<file path="src/sys_access_pkg.sv">
// package: offsets, field positions, reset values and codes of the system-access registers
package sys_access_pkg;

   // ----------------------------------------------------------------
   // register offsets (internal access-layer address space)
   // ----------------------------------------------------------------
   localparam logic [7:0] RESET_REQUEST_OFS         = 8'h08;
   localparam logic [7:0] PORT_CLOCK_SELECT_OFS     = 8'h09;
   localparam logic [7:0] SYSTEM_ACCESS_CONTROL_OFS = 8'h0a;
   localparam logic [7:0] SYSTEM_ACCESS_STATUS_OFS  = 8'h0b;
   localparam logic [7:0] CRC_CHECK_STATUS_OFS      = 8'h0c;

   // ----------------------------------------------------------------
   // reset values and signatures
   // ----------------------------------------------------------------
   localparam logic [1:0] CLKSEL_RESET        = 2'h3;
   localparam logic [7:0] RESET_SIGNATURE     = 8'h59;
   localparam logic [7:0] STATUS_RESET        = 8'h01;

   // ----------------------------------------------------------------
   // field positions
   // ----------------------------------------------------------------
   localparam int CTRL_SYSCLK_REQ_BIT    = 0;
   localparam int CTRL_UROWFIN_BIT       = 1;
   localparam int STAT_LOCK_BIT          = 0;
   localparam int STAT_UROW_READY_BIT    = 2;
   localparam int STAT_NVM_READY_BIT     = 3;
   localparam int STAT_SLEEP_BIT         = 4;
   localparam int STAT_RESET_ACTIVE_BIT  = 5;

   // ----------------------------------------------------------------
   // port clock codes and crc status codes
   // ----------------------------------------------------------------
   typedef enum logic [1:0] {
      CLK_32MHZ = 2'b00,
      CLK_16MHZ = 2'b01,
      CLK_8MHZ  = 2'b10,
      CLK_4MHZ  = 2'b11
   } port_clock_e;

   localparam logic [2:0] CRC_OFF  = 3'h0;
   localparam logic [2:0] CRC_BUSY = 3'h1;
   localparam logic [2:0] CRC_OK   = 3'h2;
   localparam logic [2:0] CRC_FAIL = 3'h4;

endpackage

</file>
<file path="src/system_access_regs.sv">
// system-access register group of the single-wire debug port
//
// Contract
// clock select codes give 32/16/8/4 MHz
// clock select resets to 4 MHz, 0x03
// debugger keeps 4 MHz unless brownout highest
// writing user_row_final starts user-row programming
// debugger loads user row RAM before final
// user_row_final writable only with key decoded
// clock request holds system clock through sleep
// writing zero withdraws system clock request
// clock request set on enable, cleared disable
// reset-active flag reads reset, cleared by read
// reset held by reset_request also flagged
// in-sleep flag follows idle or deeper sleep
// nvm-ready flag shows nvm programming allowed
// debugger resets system after nvm programming
// user-row-ready flag shows user-row programming allowed
// debugger sets final bit ending user-row session
// lock flag shows lock, resets to one
// crc status is one-hot, reserved codes otherwise
// 0x59 to reset_request asserts reset, else releases
// disabling port resets configuration, drops clock request
// unused bits read zero, ignore writes
`timescale 1ns/1ps

module system_access_regs
   import sys_access_pkg::*;
(
   // clock and reset
   input  wire logic       mclk,
   input  wire logic       rstn,
   // access-layer register port from the link layer
   input  wire logic [7:0] reg_addr,
   input  wire logic       reg_wr,
   input  wire logic       reg_rd,
   input  wire logic [7:0] reg_wdata,
   output logic      [7:0] reg_rdata,
   // port enable state (from the port's disable control)
   input  wire logic       port_enabled,
   // key decoder state
   input  wire logic       user_row_write_key,
   // system domain state
   input  wire logic       sys_in_reset,
   input  wire logic       sys_in_sleep,
   input  wire logic       nvm_prog_allowed,
   input  wire logic       urow_prog_allowed,
   input  wire logic       lock_bits_set,
   input  wire logic       lock_status_valid,
   input  wire logic [2:0] crc_state,
   // controls toward the clock and system domains
   output logic      [1:0] port_clock_select,
   output logic            system_clock_request,
   output logic            system_reset_hold,
   output logic            user_row_final
);

   // ----------------------------------------------------------------
   // address decode
   // ----------------------------------------------------------------
   wire logic hit_reset_request = (reg_addr == RESET_REQUEST_OFS);
   wire logic hit_clksel = (reg_addr == PORT_CLOCK_SELECT_OFS);
   wire logic hit_ctrl   = (reg_addr == SYSTEM_ACCESS_CONTROL_OFS);
   wire logic hit_status = (reg_addr == SYSTEM_ACCESS_STATUS_OFS);
   wire logic hit_crc    = (reg_addr == CRC_CHECK_STATUS_OFS);

   wire logic wr_reset_request = reg_wr & hit_reset_request;
   wire logic wr_clksel  = reg_wr & hit_clksel;
   wire logic wr_ctrl    = reg_wr & hit_ctrl;
   wire logic rd_status  = reg_rd & hit_status;

   // ----------------------------------------------------------------
   // state registers
   // ----------------------------------------------------------------
   logic [1:0] clksel_reg;
   logic [1:0] clksel_next;
   logic       sysclk_req_reg;
   logic       sysclk_req_next;
   logic       rsthold_reg;
   logic       rsthold_next;
   logic       urowfin_reg;
   logic       urowfin_next;
   logic       reset_seen_reg;
   logic       reset_seen_next;
   logic       enabled_reg;
   logic [7:0] rdata_reg;
   logic [7:0] rdata_next;
   logic [7:0] status_view;
   logic [2:0] crc_view;

   // enable edge: request comes up by itself once the port is enabled
   wire logic enable_rise = port_enabled & ~enabled_reg;

   // clock select: any code is legal; disable returns it to 4 MHz
   assign clksel_next = !port_enabled ? CLKSEL_RESET
                      : wr_clksel     ? reg_wdata[1:0]
                      : clksel_reg;

   // clock request: enable edge sets, disable clears, software writes either way
   assign sysclk_req_next = !port_enabled ? 1'b0
                          : enable_rise   ? 1'b1
                          : wr_ctrl       ? reg_wdata[CTRL_SYSCLK_REQ_BIT]
                          : sysclk_req_reg;

   // user-row final: one-cycle start pulse, only with the write key decoded
   assign urowfin_next = wr_ctrl & reg_wdata[CTRL_UROWFIN_BIT]
                       & user_row_write_key & port_enabled;

   // reset hold: the signature asserts, any other value releases; port
   // itself is not reset so a held reset survives until rewritten
   assign rsthold_next = wr_reset_request ? (reg_wdata == RESET_SIGNATURE)
                       : rsthold_reg;

   // sticky reset-active flag; a new reset beats a clearing read
   assign reset_seen_next = (sys_in_reset | rsthold_reg)
                          | (reset_seen_reg & ~rd_status);

   // lock flag reads one until the lock bits are known to be clear
   wire logic lock_flag = ~lock_status_valid | lock_bits_set;

   // crc field passes only legal one-hot codes; reserved codes read as zero
   always_comb
   begin
      unique case (crc_state)
         CRC_BUSY, CRC_OK, CRC_FAIL: crc_view = crc_state;
         default:                    crc_view = CRC_OFF;
      endcase
   end

   // status view; unused bits stay zero
   always_comb
   begin
      status_view                    = 8'h00;
      status_view[STAT_RESET_ACTIVE_BIT] = reset_seen_reg;
      status_view[STAT_SLEEP_BIT]        = sys_in_sleep;
      status_view[STAT_NVM_READY_BIT]    = nvm_prog_allowed;
      status_view[STAT_UROW_READY_BIT]   = urow_prog_allowed;
      status_view[STAT_LOCK_BIT]     = lock_flag;
   end

   // read mux, registered so the data port comes from a flop
   always_comb
   begin
      rdata_next = rdata_reg;
      if (reg_rd)
      begin
         unique case (1'b1)
            hit_reset_request: rdata_next = {7'h00, rsthold_reg};
            hit_clksel: rdata_next = {6'h00, clksel_reg};
            hit_ctrl:   rdata_next = {7'h00, sysclk_req_reg};
            hit_status: rdata_next = status_view;
            hit_crc:    rdata_next = {5'h00, crc_view};
            default:    rdata_next = 8'h00;
         endcase
      end
   end

   // ----------------------------------------------------------------
   // flops
   // ----------------------------------------------------------------
   // clksel resets to the 4 MHz code
   always_ff @(posedge mclk or negedge rstn)
   begin
      if (!rstn)
      begin
         clksel_reg  <= CLKSEL_RESET;
         sysclk_req_reg <= 1'b0;
         rsthold_reg    <= 1'b0;
         urowfin_reg    <= 1'b0;
         reset_seen_reg <= 1'b0;
         enabled_reg <= 1'b0;
         rdata_reg   <= 8'h00;
      end
      else
      begin
         clksel_reg  <= clksel_next;
         sysclk_req_reg <= sysclk_req_next;
         rsthold_reg    <= rsthold_next;
         urowfin_reg    <= urowfin_next;
         reset_seen_reg <= reset_seen_next;
         enabled_reg <= port_enabled;
         rdata_reg   <= rdata_next;
      end
   end

   // outputs straight from flops
   assign port_clock_select    = clksel_reg;
   assign system_clock_request = sysclk_req_reg;
   assign system_reset_hold    = rsthold_reg;
   assign user_row_final       = urowfin_reg;
   assign reg_rdata            = rdata_reg;

endmodule // system_access_regs

</file>
<file path="config.mk">
export PLATFORM = sky130hd
export DESIGN_NAME = system_access_regs
export DESIGN_NICKNAME = d
export VERILOG_FILES = /design/src/sys_access_pkg.sv /design/src/system_access_regs.sv
export SDC_FILE = /design/constraint.sdc
export NUM_CORES = 1
export LEC_CHECK = 0
export ABC_AREA = 1
export BUFFER_PORTS_ARGS = -buffer_cell sky130_fd_sc_hd__buf_2
export CORE_MARGIN = 3
export CORE_UTILIZATION = 40
export CTS_BUF_LIST = sky130_fd_sc_hd__clkbuf_8
export DETAILED_ROUTE_END_ITERATION = 10
export PLACE_DENSITY = 0.74
export SLEW_MARGIN = 25
export SYNTH_ARGS = -nofsm -noshare
export SYNTH_HDL_FRONTEND = slang
export SYNTH_SLANG_ARGS = --single-unit
</file>
<file path="constraint.sdc">
create_clock -name mclk -period 2.71 [get_ports mclk]
set_clock_uncertainty 0.15 [all_clocks]
set_input_delay 0.1355 -clock mclk [delete_from_list [all_inputs] [get_ports mclk]]
set_output_delay 0.1355 -clock mclk [all_outputs]
set_load 0.05 [all_outputs]
</file>
=== Word-level counts from Yosys, hierarchy flattened ===
Cells that the tools add are included.

* Bitwise logic cells: 15
* Reduce and logical (&&, ||, !) cells: 1
* Eq/ne operators: 11
* Muxes and demuxes: 7

{| class="wikitable"
|+ Operators by type and width
! kind !! number
|-
| 8-bit by 4-bit equality test with 1-bit output, second input constant || 5
|-
| 6-bit one-hot mux with 5 select lines || 1
|-
| 1-bit AND || 9
|-
| 8-bit by 7-bit equality test with 1-bit output, second input constant || 1
|-
| 2-bit 2-to-1 mux || 2
|-
| 3-bit by 1-bit equality test with 1-bit output, second input constant || 1
|-
| 3-bit by 2-bit equality test with 1-bit output, second input constant || 1
|-
| 3-bit equality test, second input constant || 1
|-
| 1-bit 2-to-1 mux || 3
|-
| 3-bit 2-to-1 mux || 1
|-
| 3-bit by 1-bit != test with 1-bit output, second input constant || 1
|-
| 1-bit inverter || 3
|-
| 1-bit bitwise OR || 3
|-
| 3-bit OR reduction || 1
|-
| 2-bit by 1-bit != test with 1-bit output, second input constant || 1
|}

* Output and inout port bits: 13
* Word-level logic and storage cells: 41
* Bits in registers: 15

=== Logic depth before layout (Yosys ltp) ===
Gate-level depths: netlist of run 1.

* Word-level depth: 5
* Depth in mapped cells: 8
* Mapped depth without buffers: 8

=== Least setup slack after synthesis of run 1 ===
Ideal clock, no wire load.

* Path kind: register to register
* Start: reg clksel_reg[0], in the netlist port_clock_select[0]
* End: reg rdata_reg[0], in the netlist reg_rdata[0]
* Data arrival time: 0.992 ns
* Stages on the path, launching flop included: 5
* Period minus slack after synthesis: 1.219 ns
* Setup time: 0.077 ns
* Setup slack: 1.491 ns
* Path through: dfstp_2 nand3_1 nand2_1 nor2_1 a21oi_1

* Cells in the longest elaborated chain, start to end: 1

{| class="wikitable"
|+ RTL lines
! what !! line !! text
|-
| start, declared || system_access_regs.sv:75 || <nowiki>logic [1:0] clksel_reg;</nowiki>
|-
| start signal, assigned || system_access_regs.sv:176 || <nowiki>clksel_reg <= clksel_next;</nowiki>
|-
| 6-bit one-hot mux with 5 select lines || system_access_regs.sv:147 || <nowiki>unique case (1'b1)</nowiki>
|-
| end signal, assigned || system_access_regs.sv:182 || <nowiki>rdata_reg <= rdata_next;</nowiki>
|-
| end, declared || system_access_regs.sv:86 || <nowiki>logic [7:0] rdata_reg;</nowiki>
|}

Every way passes these cells.
A chain may end at the register's enable or synchronous reset.

=== Worst setup path after layout of run 1 ===
* Start: reg clksel_reg[0], in the netlist port_clock_select[0]
* End: out port_clock_select[0]

{| class="wikitable"
|+ RTL lines
! what !! line !! text
|-
| end, declared || system_access_regs.sv:52 || <nowiki>output logic [1:0] port_clock_select,</nowiki>
|}

No word-level cell between the ends.

==> impl_results.md, run 1 <==
* Fmax achieved at 0.751 GHz
* Fill cell count at roughly 180
* Seq/Total Area, Yosys at 0.424
* Final period utilization at 0.491
* Buf/Inv on CP at 1
* Hpwl dp at between 1000 and 1500 um
* Status: finished, final reports clean
* Mux contribution to synthesized area at 0
* Synth area leaders: dfrtp_1, nand2_1, inv_1
* Final setup viols at 0
* HP Start: reg_wdata[2]
* WL final at around 1900 um
* Synth cell count leaders: nand2_1, inv_1, nor2_1
* Vias in the first global route at 774
* Setup crit start kind: register
* Req. time, crit path at ~2400 ps
* Share of layout cells above drive strength 1 at 0.314
* Worst path max stage delay at roughly 540 ps
* Main synth FF type: dfrtp_1
* Number of flops mapped to enable cells by yosys at 0
* Unrepaired setup endpoints after global routing: false
* Synth Area in Compound Gates at 0.0696
* Max-cap violations at 0
* R2R depth at 4
* Library cells used by synthesis at 22
* Row cnt at 15
* Max FFs per register at 6
* Minimum clock period at 1330 ps
* Total grt overflow at 0
* Post-route DRC at 0
* Worst Hold Path EP: system_reset_hold
* Final Hold Viols at 0
* Ys Warns at 0
* Worst-path clk slew at around 60 ps
* Crit path arrival time at about 1100 ps
* Die W at between 40 and 50 um
* R2R Path End: reg_rdata[0]
* P_leak at between 0.6 and 0.7 nW
* Synthesized flop and latch total at 13
* Syn Inst Count at ~110
* Routability cong. at between 0.7 and 0.8
* DRT Pass-1 Iters at 4
* Synthesis-to-finish area growth at 42.6%
* Mapped Avg Cell Area at 7.09 um^2
* Initial drt markers at 13
* Top cell type's share of synthesized area at 0.356
* Initial antenna violation count at 0
* XOR/XNOR Fraction of Synth Area at 0
* Mapped cell area at roughly 770 um^2
* Core Region at 1780 um^2
* Main combinational cell family by area after synthesis: simple AND/OR/NAND/NOR gates
* Fraction of the mapped netlist area in simple logic gates at 0.390
* Die height at approximately 50 um
* Maximum clock insertion buffer count at 2
* Port bufs at about 40
* CTS tree: yes
* Hold WC Path Type: in2reg
* Largest net degree at the start of global routing at 14
* Power Density at around 420 nW/um^2
* Num CTS Buffers at 3
* Die ar. at roughly 2500 um^2
* Routed length per instance at 10.1 um
* Max-slew violation count at 0
* Worst r2r src: port_clock_select[0]
* CP endpoint kind: primary output
* Adder-Cell Fraction of Synth Area at 0
* Total Neg Setup Slack at 0 ps
* Worst VDD drop at roughly 240 uV
* CP Class: reg2out
* Antenna viol nets, final at 0
* First-pass GRT wire length at just over 3000 um
* Yosys top cell by area: dfrtp_1
* Cell Chain, Critical Path: buf_2
* Area of the multi-input gates at 363 um^2
* Worst reg2reg setup slack at 1600 ps
* Total GRT Usage at 0.159
* WHS Path Cells at 4
* Initial Utilization at 0.434
* Clock Latency Late Sink at roughly 240 ps
* Cell with the most instances after synthesis: nand2_1
* DR vias/cell at around 4.5
* Register area at ~330 um^2
* Ports at 44
* CP max FO at 3
* Hold Slack at 14.7 ps
* DR vias at around 830
* NumNets Final at about 190
* Cell family with most CP delay: flip-flops
* CP max-delay cell: dfstp_2
* FFs w/ async S/R, synth at 1.00
* Post-cts resize count at 0
* N_diodes at 0
* Clock sinks at 13
* H-tree depth at 1
* Clock Tree Root: clkbuf_8
==> how the worst max path moves through the flow <==
stage,start,endpoint,cells past startpoint
2_1_floorplan,port_clock_select[0],reg_rdata[0],4
3_3_place_gp,reg_addr[4],system_clock_request,8
3_5_place_dp,reg_addr[4],system_clock_request,8
4_1_cts,port_clock_select[0],port_clock_select[0],1
5_1_grt,reg_addr[4],system_clock_request,8
6_report,port_clock_select[0],port_clock_select[0],1
==> logic make-up (layout without fill, tap and decap cells) <==
family,count (synthesis),in the layout
other cells,1,2
buf+inv,19,68
flops,13,13
compound gates,9,9
simple gates,67,67
==> where the power goes <==
part	switching, W	total (W)	leakage [nW]	internal, W
sequential	0.00000407	0.000205	0.160	0.000201
combinational	0.0000559	0.0000904	0.442	0.0000345
clock	0.0000695	0.000169	0.0269	0.0000999
==> cell usage in the layout (no fill, tap or decap) <==
master,synthesis,layout
nor4_1,1,1
buf_2,0,41
a21oi_1,1,1
nor3_1,1,1
dfrtp_1,11,11
nor2_1,16,16
conb_1,1,2
inv_1,16,17
o21ai_1,5,5
nor2_2,2,2
nand3_2,1,1
o211ai_1,1,1
o21a_1,1,1
nand3_4,1,1
nand2_1,32,32
and2_1,1,1
a211o_1,1,1
dlygate4sd3_1,0,7
clkbuf_8,0,3
nor3b_1,1,1
dfstp_2,2,2
and3_1,1,1
nand3_1,10,10
==> per-stage QoR <==
| stage | area, um^2 | setup slack, ps | utilization | cells | total power, W |
|---|---|---|---|---|---|
| floorplan | 777 | 1490 | - | 110 | 0.000255 |
| global placement | 987 | 1260 | 0.554 | 173 | 0.000288 |
| detailed placement | 987 | 1190 | 0.554 | 173 | 0.000291 |
| CTS | 1100 | 1380 | 0.618 | 184 | 0.000467 |
| global route | 1100 | 1320 | 0.618 | 184 | 0.000487 |
| finish | 1100 | 1380 | 0.618 | 184 | 0.000464 |
==> repair_timing <==
item / in CTS / in global routing
endpoints found under the hold margin: 20 / 0
endpoints found under the setup margin: 0 / 0
buffers inserted: 0 / 0
hold buffers: 7 / 0
==> layout make-up <==
cell class | count | share of cell area
clock buffer | 3 | 0.0375
clock inverter | 1 | 0.00341
inverter | 16 | 0.0545
multi-input combinational | 78 | 0.329
sequential | 13 | 0.297
tap | 25 | 0.0284
timing repair buffer | 48 | 0.250
==> layer usage <==
| metal | vias up | global-route usage | part of all wire |
|---|---|---|---|
| li1 | 435 | - | - |
| met2 | 37 | 0.295 | 0.51 |
| met3 | 2 | 0.0332 | 0.071 |
| met5 | - | 0 | 0 |
| met4 | 0 | 0.0553 | 0.0070 |
| met1 | 359 | 0.174 | 0.41 |
No activity file was read; power rests on OpenSTA's default activity.
==> run 2, diff against run 1 <==
==> constraint.sdc (replaced) <==
create_clock -name mclk -period 1.34 [get_ports mclk]
set_clock_uncertainty 0.15 [all_clocks]
set_input_delay 0.067 -clock mclk [delete_from_list [all_inputs] [get_ports mclk]]
set_output_delay 0.067 -clock mclk [all_outputs]
set_load 0.05 [all_outputs]
==> run 2 against run 1 <==
Against the previous run:
- register-to-register slack got worse by 1400 ps
- wire length rose by 12%
- highest routed layer is now met3
- count of clock-buffer cells in the layout did not move
- core utilization grew 3.7 points
- flip-flop and latch count unchanged
- first-iteration DRC count shrank 15%
- worst hold slack about the same
==> impl_results.md, run 2 (synthesized netlist as in run 1, its figures left out) <==
* CP max-delay cell: dfstp_2
* Psw at 0.000260 W (+100%)
* Routability cong. at 0.801 (+4.1%)
* Unrepaired setup endpoints after global routing: false
* Post-route setup slack at 72.9 ps (-1310 ps)
* H-tree depth at 1 (unchanged)
* Hold WC Path Type: in2reg
* Clock Latency Late Sink at 240 ps (about the same)
* Worst-path clk slew at 60 ps (about the same)
* WL final at 2080 um (+12%)
* Clock Tree Root: clkbuf_8
* Clock sinks at 13 (unchanged)
* NumNets Final at 198 (+3.7%)
* Total grt overflow at 0 (unchanged)
* Combinational share of power at 0.209 (+0.014)
* Tot Pwr at 0.000952 W (+110%)
* First-pass GRT wire length at 3460 um (+13%)
* Ports at 44 (unchanged)
* Antenna viol nets, final at 0 (unchanged)
* Maximum clock insertion buffer count at 2 (unchanged)
* Crit path arrival time at 1050 ps (about the same)
* Max FFs per register at 6 (unchanged)
* Final Hold Viols at 0 (unchanged)
* DR vias/cell at 4.63 (+2.3%)
* P_leak at 0.658 nW (+4.8%)
* Pre-CTS setup slack at 108 ps (-1080 ps)
* Routed length per instance at 10.9 um (+8.0%)
* DR vias at 885 (+6.2%)
* Placed instance count at 175 (+1.2%)
* CP Class: reg2out
* Hpwl dp at 1590 um (+9.4%)
* Row cnt at 15 (unchanged)
* Commonest non-fill, non-tap cell in the layout: buf_2
* Clock share of power at 0.357 (-0.008)
* Num CTS Buffers at 3 (unchanged)
* Power Internal at 0.000692 W (+110%)
* CP endpoint kind: primary output
* Largest net degree at the start of global routing at 14 (unchanged)
* Cell Chain, Critical Path: buf_2
* Status: finished, final reports clean
* Die W at 50.0 um (unchanged)
* Total GRT Usage at 0.183 (+0.0246)
* Req. time, crit path at 1120 ps (-1300 ps)
* Initial Utilization at 0.434 (unchanged)
* Switching Share at 0.273 (-0.00536)
* Initial antenna violation count at 0 (unchanged)
* DRT Pass-1 Iters at 4 (unchanged)
* Worst path max stage delay at 540 ps (about the same)
* Vias in the first global route at 847 (+9.4%)
* Port bufs at 41 (unchanged)
* Minimum clock period at 1270 ps
* Die height at 50.0 um (unchanged)
* Max-cap violations at 0 (unchanged)
* Post-CTS setup buffers at 0 (unchanged)
* Sequential power share at 0.434 (-0.007)
* Share of layout cells above drive strength 1 at 0.319 (+0.00481)
* Die ar. at 2500 um^2 (unchanged)
* Initial drt markers at 11 (-2)
* Final period utilization at 0.946
* Setup crit start kind: register
* CP max FO at 3 (unchanged)
* Most frequent cells in the layout: buf_2, nand2_1, inv_1, nor2_1, dlygate4sd3_1
* Fill cell count at 147 (-16%)
* Core Region at 1780 um^2 (unchanged)
* Worst reg2reg setup slack at 230 ps (-1370 ps)
* Synthesis-to-finish area growth at 51.1%
* Worst VDD drop at 599 uV (+150%)
* Max-slew violation count at 0 (unchanged)
* N_diodes at 0 (unchanged)
* Buf/Inv on CP at 1 (unchanged)
* Cell Count, Final, Fillers Out at 191 (+3.8%)
* Total Neg Setup Slack at 0 ps (unchanged)
* Final setup viols at 0 (unchanged)
* Power Density at 815 nW/um^2 (+93%)
* CTS tree: yes
* Cell family with most CP delay: flip-flops
* Fmax achieved at around 0.79 GHz
* Post-route DRC at 0 (unchanged)
## run 2: layout make-up
type / count / area (um^2) / area share
timing repair buffer: 55 / 340 / 0.291
tap: 25 / 31.3 / 0.0268
multi-input combinational: 78 / 363 / 0.310
clock buffer: 3 / 41.3 / 0.0353
clock inverter: 1 / 5.00 / 0.00428
sequential: 13 / 328 / 0.281
inverter: 16 / 60.1 / 0.0514
## run 2: per-stage QoR
step	util	hold slack [ps]	instance area, um^2
detailed placement	0.562	-180	1000
floorplan	-	-379	777
global route	0.655	64.0	1170
finish	0.655	15.1	1170
global placement	0.562	-188	1000
CTS	0.655	11.7	1170
## run 2: what timing repair did
| item | CTS | global route |
|---|---|---|
| resized for setup | 0 | 0 |
| endpoints found under the setup margin | 0 | 0 |
| hold endpoints to repair | 24 | 0 |
| hold buffers | 12 | 0 |
## run 2: final timing paths
| check | startpoint | end | cells after the start |
|---|---|---|---|
| worst max-delay path | port_clock_select[0] | port_clock_select[0] | 1 |
| worst min-delay path | reg_wdata[6] | system_reset_hold | 5 |
| worst max register to register | port_clock_select[0] | reg_rdata[0] | 4 |
| worst min register to register | reg_rdata[2] | reg_rdata[2] | 2 |
| max in group asynchronous | rstn | port_clock_select[0] | 2 |
| min in group asynchronous | rstn | system_reset_hold | 2 |
## run 2: power groups by stage
stage / Sequential, W / Clock, W / Combinational, W
after floorplan: 0.000452 / 0 / 0.0000626
after global placement: 0.000420 / 0 / 0.000166
after detailed placement: 0.000420 / 0 / 0.000172
after CTS: 0.000413 / 0.000351 / 0.000199
after global routing: 0.000415 / 0.000379 / 0.000219
final: 0.000413 / 0.000340 / 0.000199
## run 2: metal layers
metal / up-vias / part of all wire / global-route usage
met1: 404 / 0.40 / 0.189
met3: 0 / 0.050 / 0.0483
met2: 31 / 0.54 / 0.352
met4: 0 / 0 / 0.0553
li1: 450 / - / -
met5: - / 0 / 0
==> run 3, diff against run 2 <==
--- a/config.mk
+++ b/config.mk
@@ -7,7 +7,6 @@
 export LEC_CHECK = 0
 export ABC_AREA = 1
 export BUFFER_PORTS_ARGS = -buffer_cell sky130_fd_sc_hd__buf_2
-export CORE_MARGIN = 3
 export CORE_UTILIZATION = 40
 export CTS_BUF_LIST = sky130_fd_sc_hd__clkbuf_8
 export DETAILED_ROUTE_END_ITERATION = 10
==> run 3 against run 2 <==
Against the previous run:
- global-route usage increased by 3.6 points
- setup slack lost 1.3 ps
- via count down 0.68%
- register-to-register slack improved by 20 ps
- core utilization is 0.34 points higher
- wire length fell by 5.9%
- cell count shrank 1.0%
- combinational power barely moved
- critical path type unchanged
- largest cell class unchanged
- highest routed layer is now met4
==> impl_results.md, run 3 (synthesized netlist as in run 1, its figures left out) <==
* Pre-CTS setup slack at 140 ps (+32.1 ps)
* Clock sinks at 13 (unchanged)
* CP endpoint kind: primary output
* Commonest non-fill, non-tap cell in the layout: buf_2
* DRT Pass-1 Iters at 5 (+1)
* DR vias/cell at 4.65 (+0.37%)
* Die ar. at 2110 um^2 (-15%)
* Row cnt at 15 (unchanged)
* Worst-path clk slew at 60 ps (about the same)
* N_diodes at 0 (unchanged)
* NumNets Final at 196 (-1.0%)
* Max-slew violation count at 0 (unchanged)
* Max-cap violations at 0 (unchanged)
* Total Neg Setup Slack at 0 ps (unchanged)
* R2R Path End: reg_rdata[0]
* DR vias at 879 (-0.68%)
* WHS Path Cells at 5 (unchanged)
* Worst r2r src: port_clock_select[0]
* Hpwl dp at 1470 um (-7.3%)
* Req. time, crit path at 1120 ps (about the same)
* Worst Hold Path EP: reg_rdata[2]
* Cell family with most CP delay: flip-flops
* CP max-delay cell: dfstp_2
* Clock Latency Late Sink at 240 ps (about the same)
* Post-Layout Inst Area at 1160 um^2 (-0.54%)
* Vias in the first global route at 880 (+3.9%)
* CTS tree: yes
* Hold WC Path Type: in2reg
* Initial antenna violation count at 0 (unchanged)
* CP Class: reg2out
* Port bufs at 41 (unchanged)
* Area of the multi-input gates at 363 um^2 (unchanged)
* Most frequent cells in the layout: buf_2, nand2_1, inv_1, nor2_1
* Worst reg2reg setup slack at 250 ps (+20 ps)
* Antenna viol nets, final at 0 (unchanged)
* Unrepaired setup endpoints after global routing: false
* Power Density at 820 nW/um^2 (+0.66%)
* DP Area at 1010 um^2 (+0.50%)
* Post-CTS setup buffers at 0 (unchanged)
* H-tree depth at 1 (unchanged)
* Fmax achieved at 0.788 GHz (-0.10%)
* Initial drt markers at 8 (-3)
* Final period utilization at 0.947 (+0.000948)
* Max FFs per register at 6 (unchanged)
* Worst VDD drop at 701 uV (+17%)
* Die height at 46.0 um (-8.0%)
* Maximum clock insertion buffer count at 2 (unchanged)
* Total grt overflow at 0 (unchanged)
* Fill cell count at 171 (+16%)
* Register area at 328 um^2 (unchanged)
* Post-route DRC at 0 (unchanged)
* First-pass GRT wire length at 3300 um (-4.6%)
* Synthesis-to-finish area growth at 50.3%
* Share of layout cells above drive strength 1 at 0.311 (-0.00830)
* Ports at 44 (unchanged)
* Placed instance count at 174 (-0.57%)
* Routability cong. at 0.779 (-2.8%)
* Buf/Inv on CP at 1 (unchanged)
* WL final at 1960 um (-5.9%)
* Largest net degree at the start of global routing at 14 (unchanged)
* Num CTS Buffers at 3 (unchanged)
* Crit path arrival time at 1050 ps (about the same)
* Cell Count, Final, Fillers Out at 189 (-1.0%)
* Final setup viols at 0 (unchanged)
* Final Hold Viols at 0 (unchanged)
* Status: finished, final reports clean
* Core Region at 1760 um^2 (-1.1%)
* Total GRT Usage at 0.220 (+0.0364)
* HP Start: urow_prog_allowed
* Post-route setup slack at 71.6 ps (-1.27 ps)
* Clock Tree Root: clkbuf_8
* Cell Chain, Critical Path: buf_2
* Minimum clock period at 1270 ps (+1.27 ps)
* Tot Pwr at 0.000953 W (+0.12%)
* Setup crit start kind: register
* Post-cts resize count at 0 (unchanged)
* Initial Utilization at 0.438 (+0.00461)
* Post-cts hold buffer count at 11 (-1)
* Worst path max stage delay at 550 ps (about the same)
* R2R depth at 4 (unchanged)
* Routed length per instance at 10.4 um (-4.9%)
* P_leak at 0.653 nW (-0.79%)
* Die W at 46.0 um (-8.0%)
* CP max FO at 3 (unchanged)
-- run 3: worst max-delay path by stage --
stage / start / to / cells after the start
2_1_floorplan: port_clock_select[0] / reg_rdata[0] / 4
3_3_place_gp: reg_addr[2] / system_clock_request / 8
3_5_place_dp: reg_addr[2] / system_clock_request / 8
4_1_cts: port_clock_select[1] / port_clock_select[1] / 1
5_1_grt: port_clock_select[1] / port_clock_select[1] / 1
6_report: port_clock_select[1] / port_clock_select[1] / 1
-- run 3: area by class of cell --
class,instances,share of cell area
clock inverter,1,0.00323
clock buffer,3,0.0355
tap,25,0.0269
multi-input combinational,78,0.312
timing repair buffer,53,0.288
inverter,16,0.0517
sequential,13,0.282
-- run 3: metrics by stage --
step / hold WS, ps / utilization
final: 4.82 / 0.659
after global routing: 43.9 / 0.659
after CTS: 9.53 / 0.659
after detailed placement: -178 / 0.571
after global placement: -188 / 0.571
after floorplan: -379 / -
-- run 3: per-layer routing --
metal / global-route usage / share of wire / wire [um]
met1: 0.225 / 0.39 / 757
met4: 0.0706 / 0.0097 / 19
met3: 0.0516 / 0.046 / 91
met2: 0.425 / 0.56 / 1090
met5: 0 / 0 / 0
-- run 3: power breakdown --
part           internal (W)  switching, W
clock              0.000202      0.000140
combinational     0.0000803      0.000118
sequential         0.000406    0.00000753
total              0.000688      0.000265
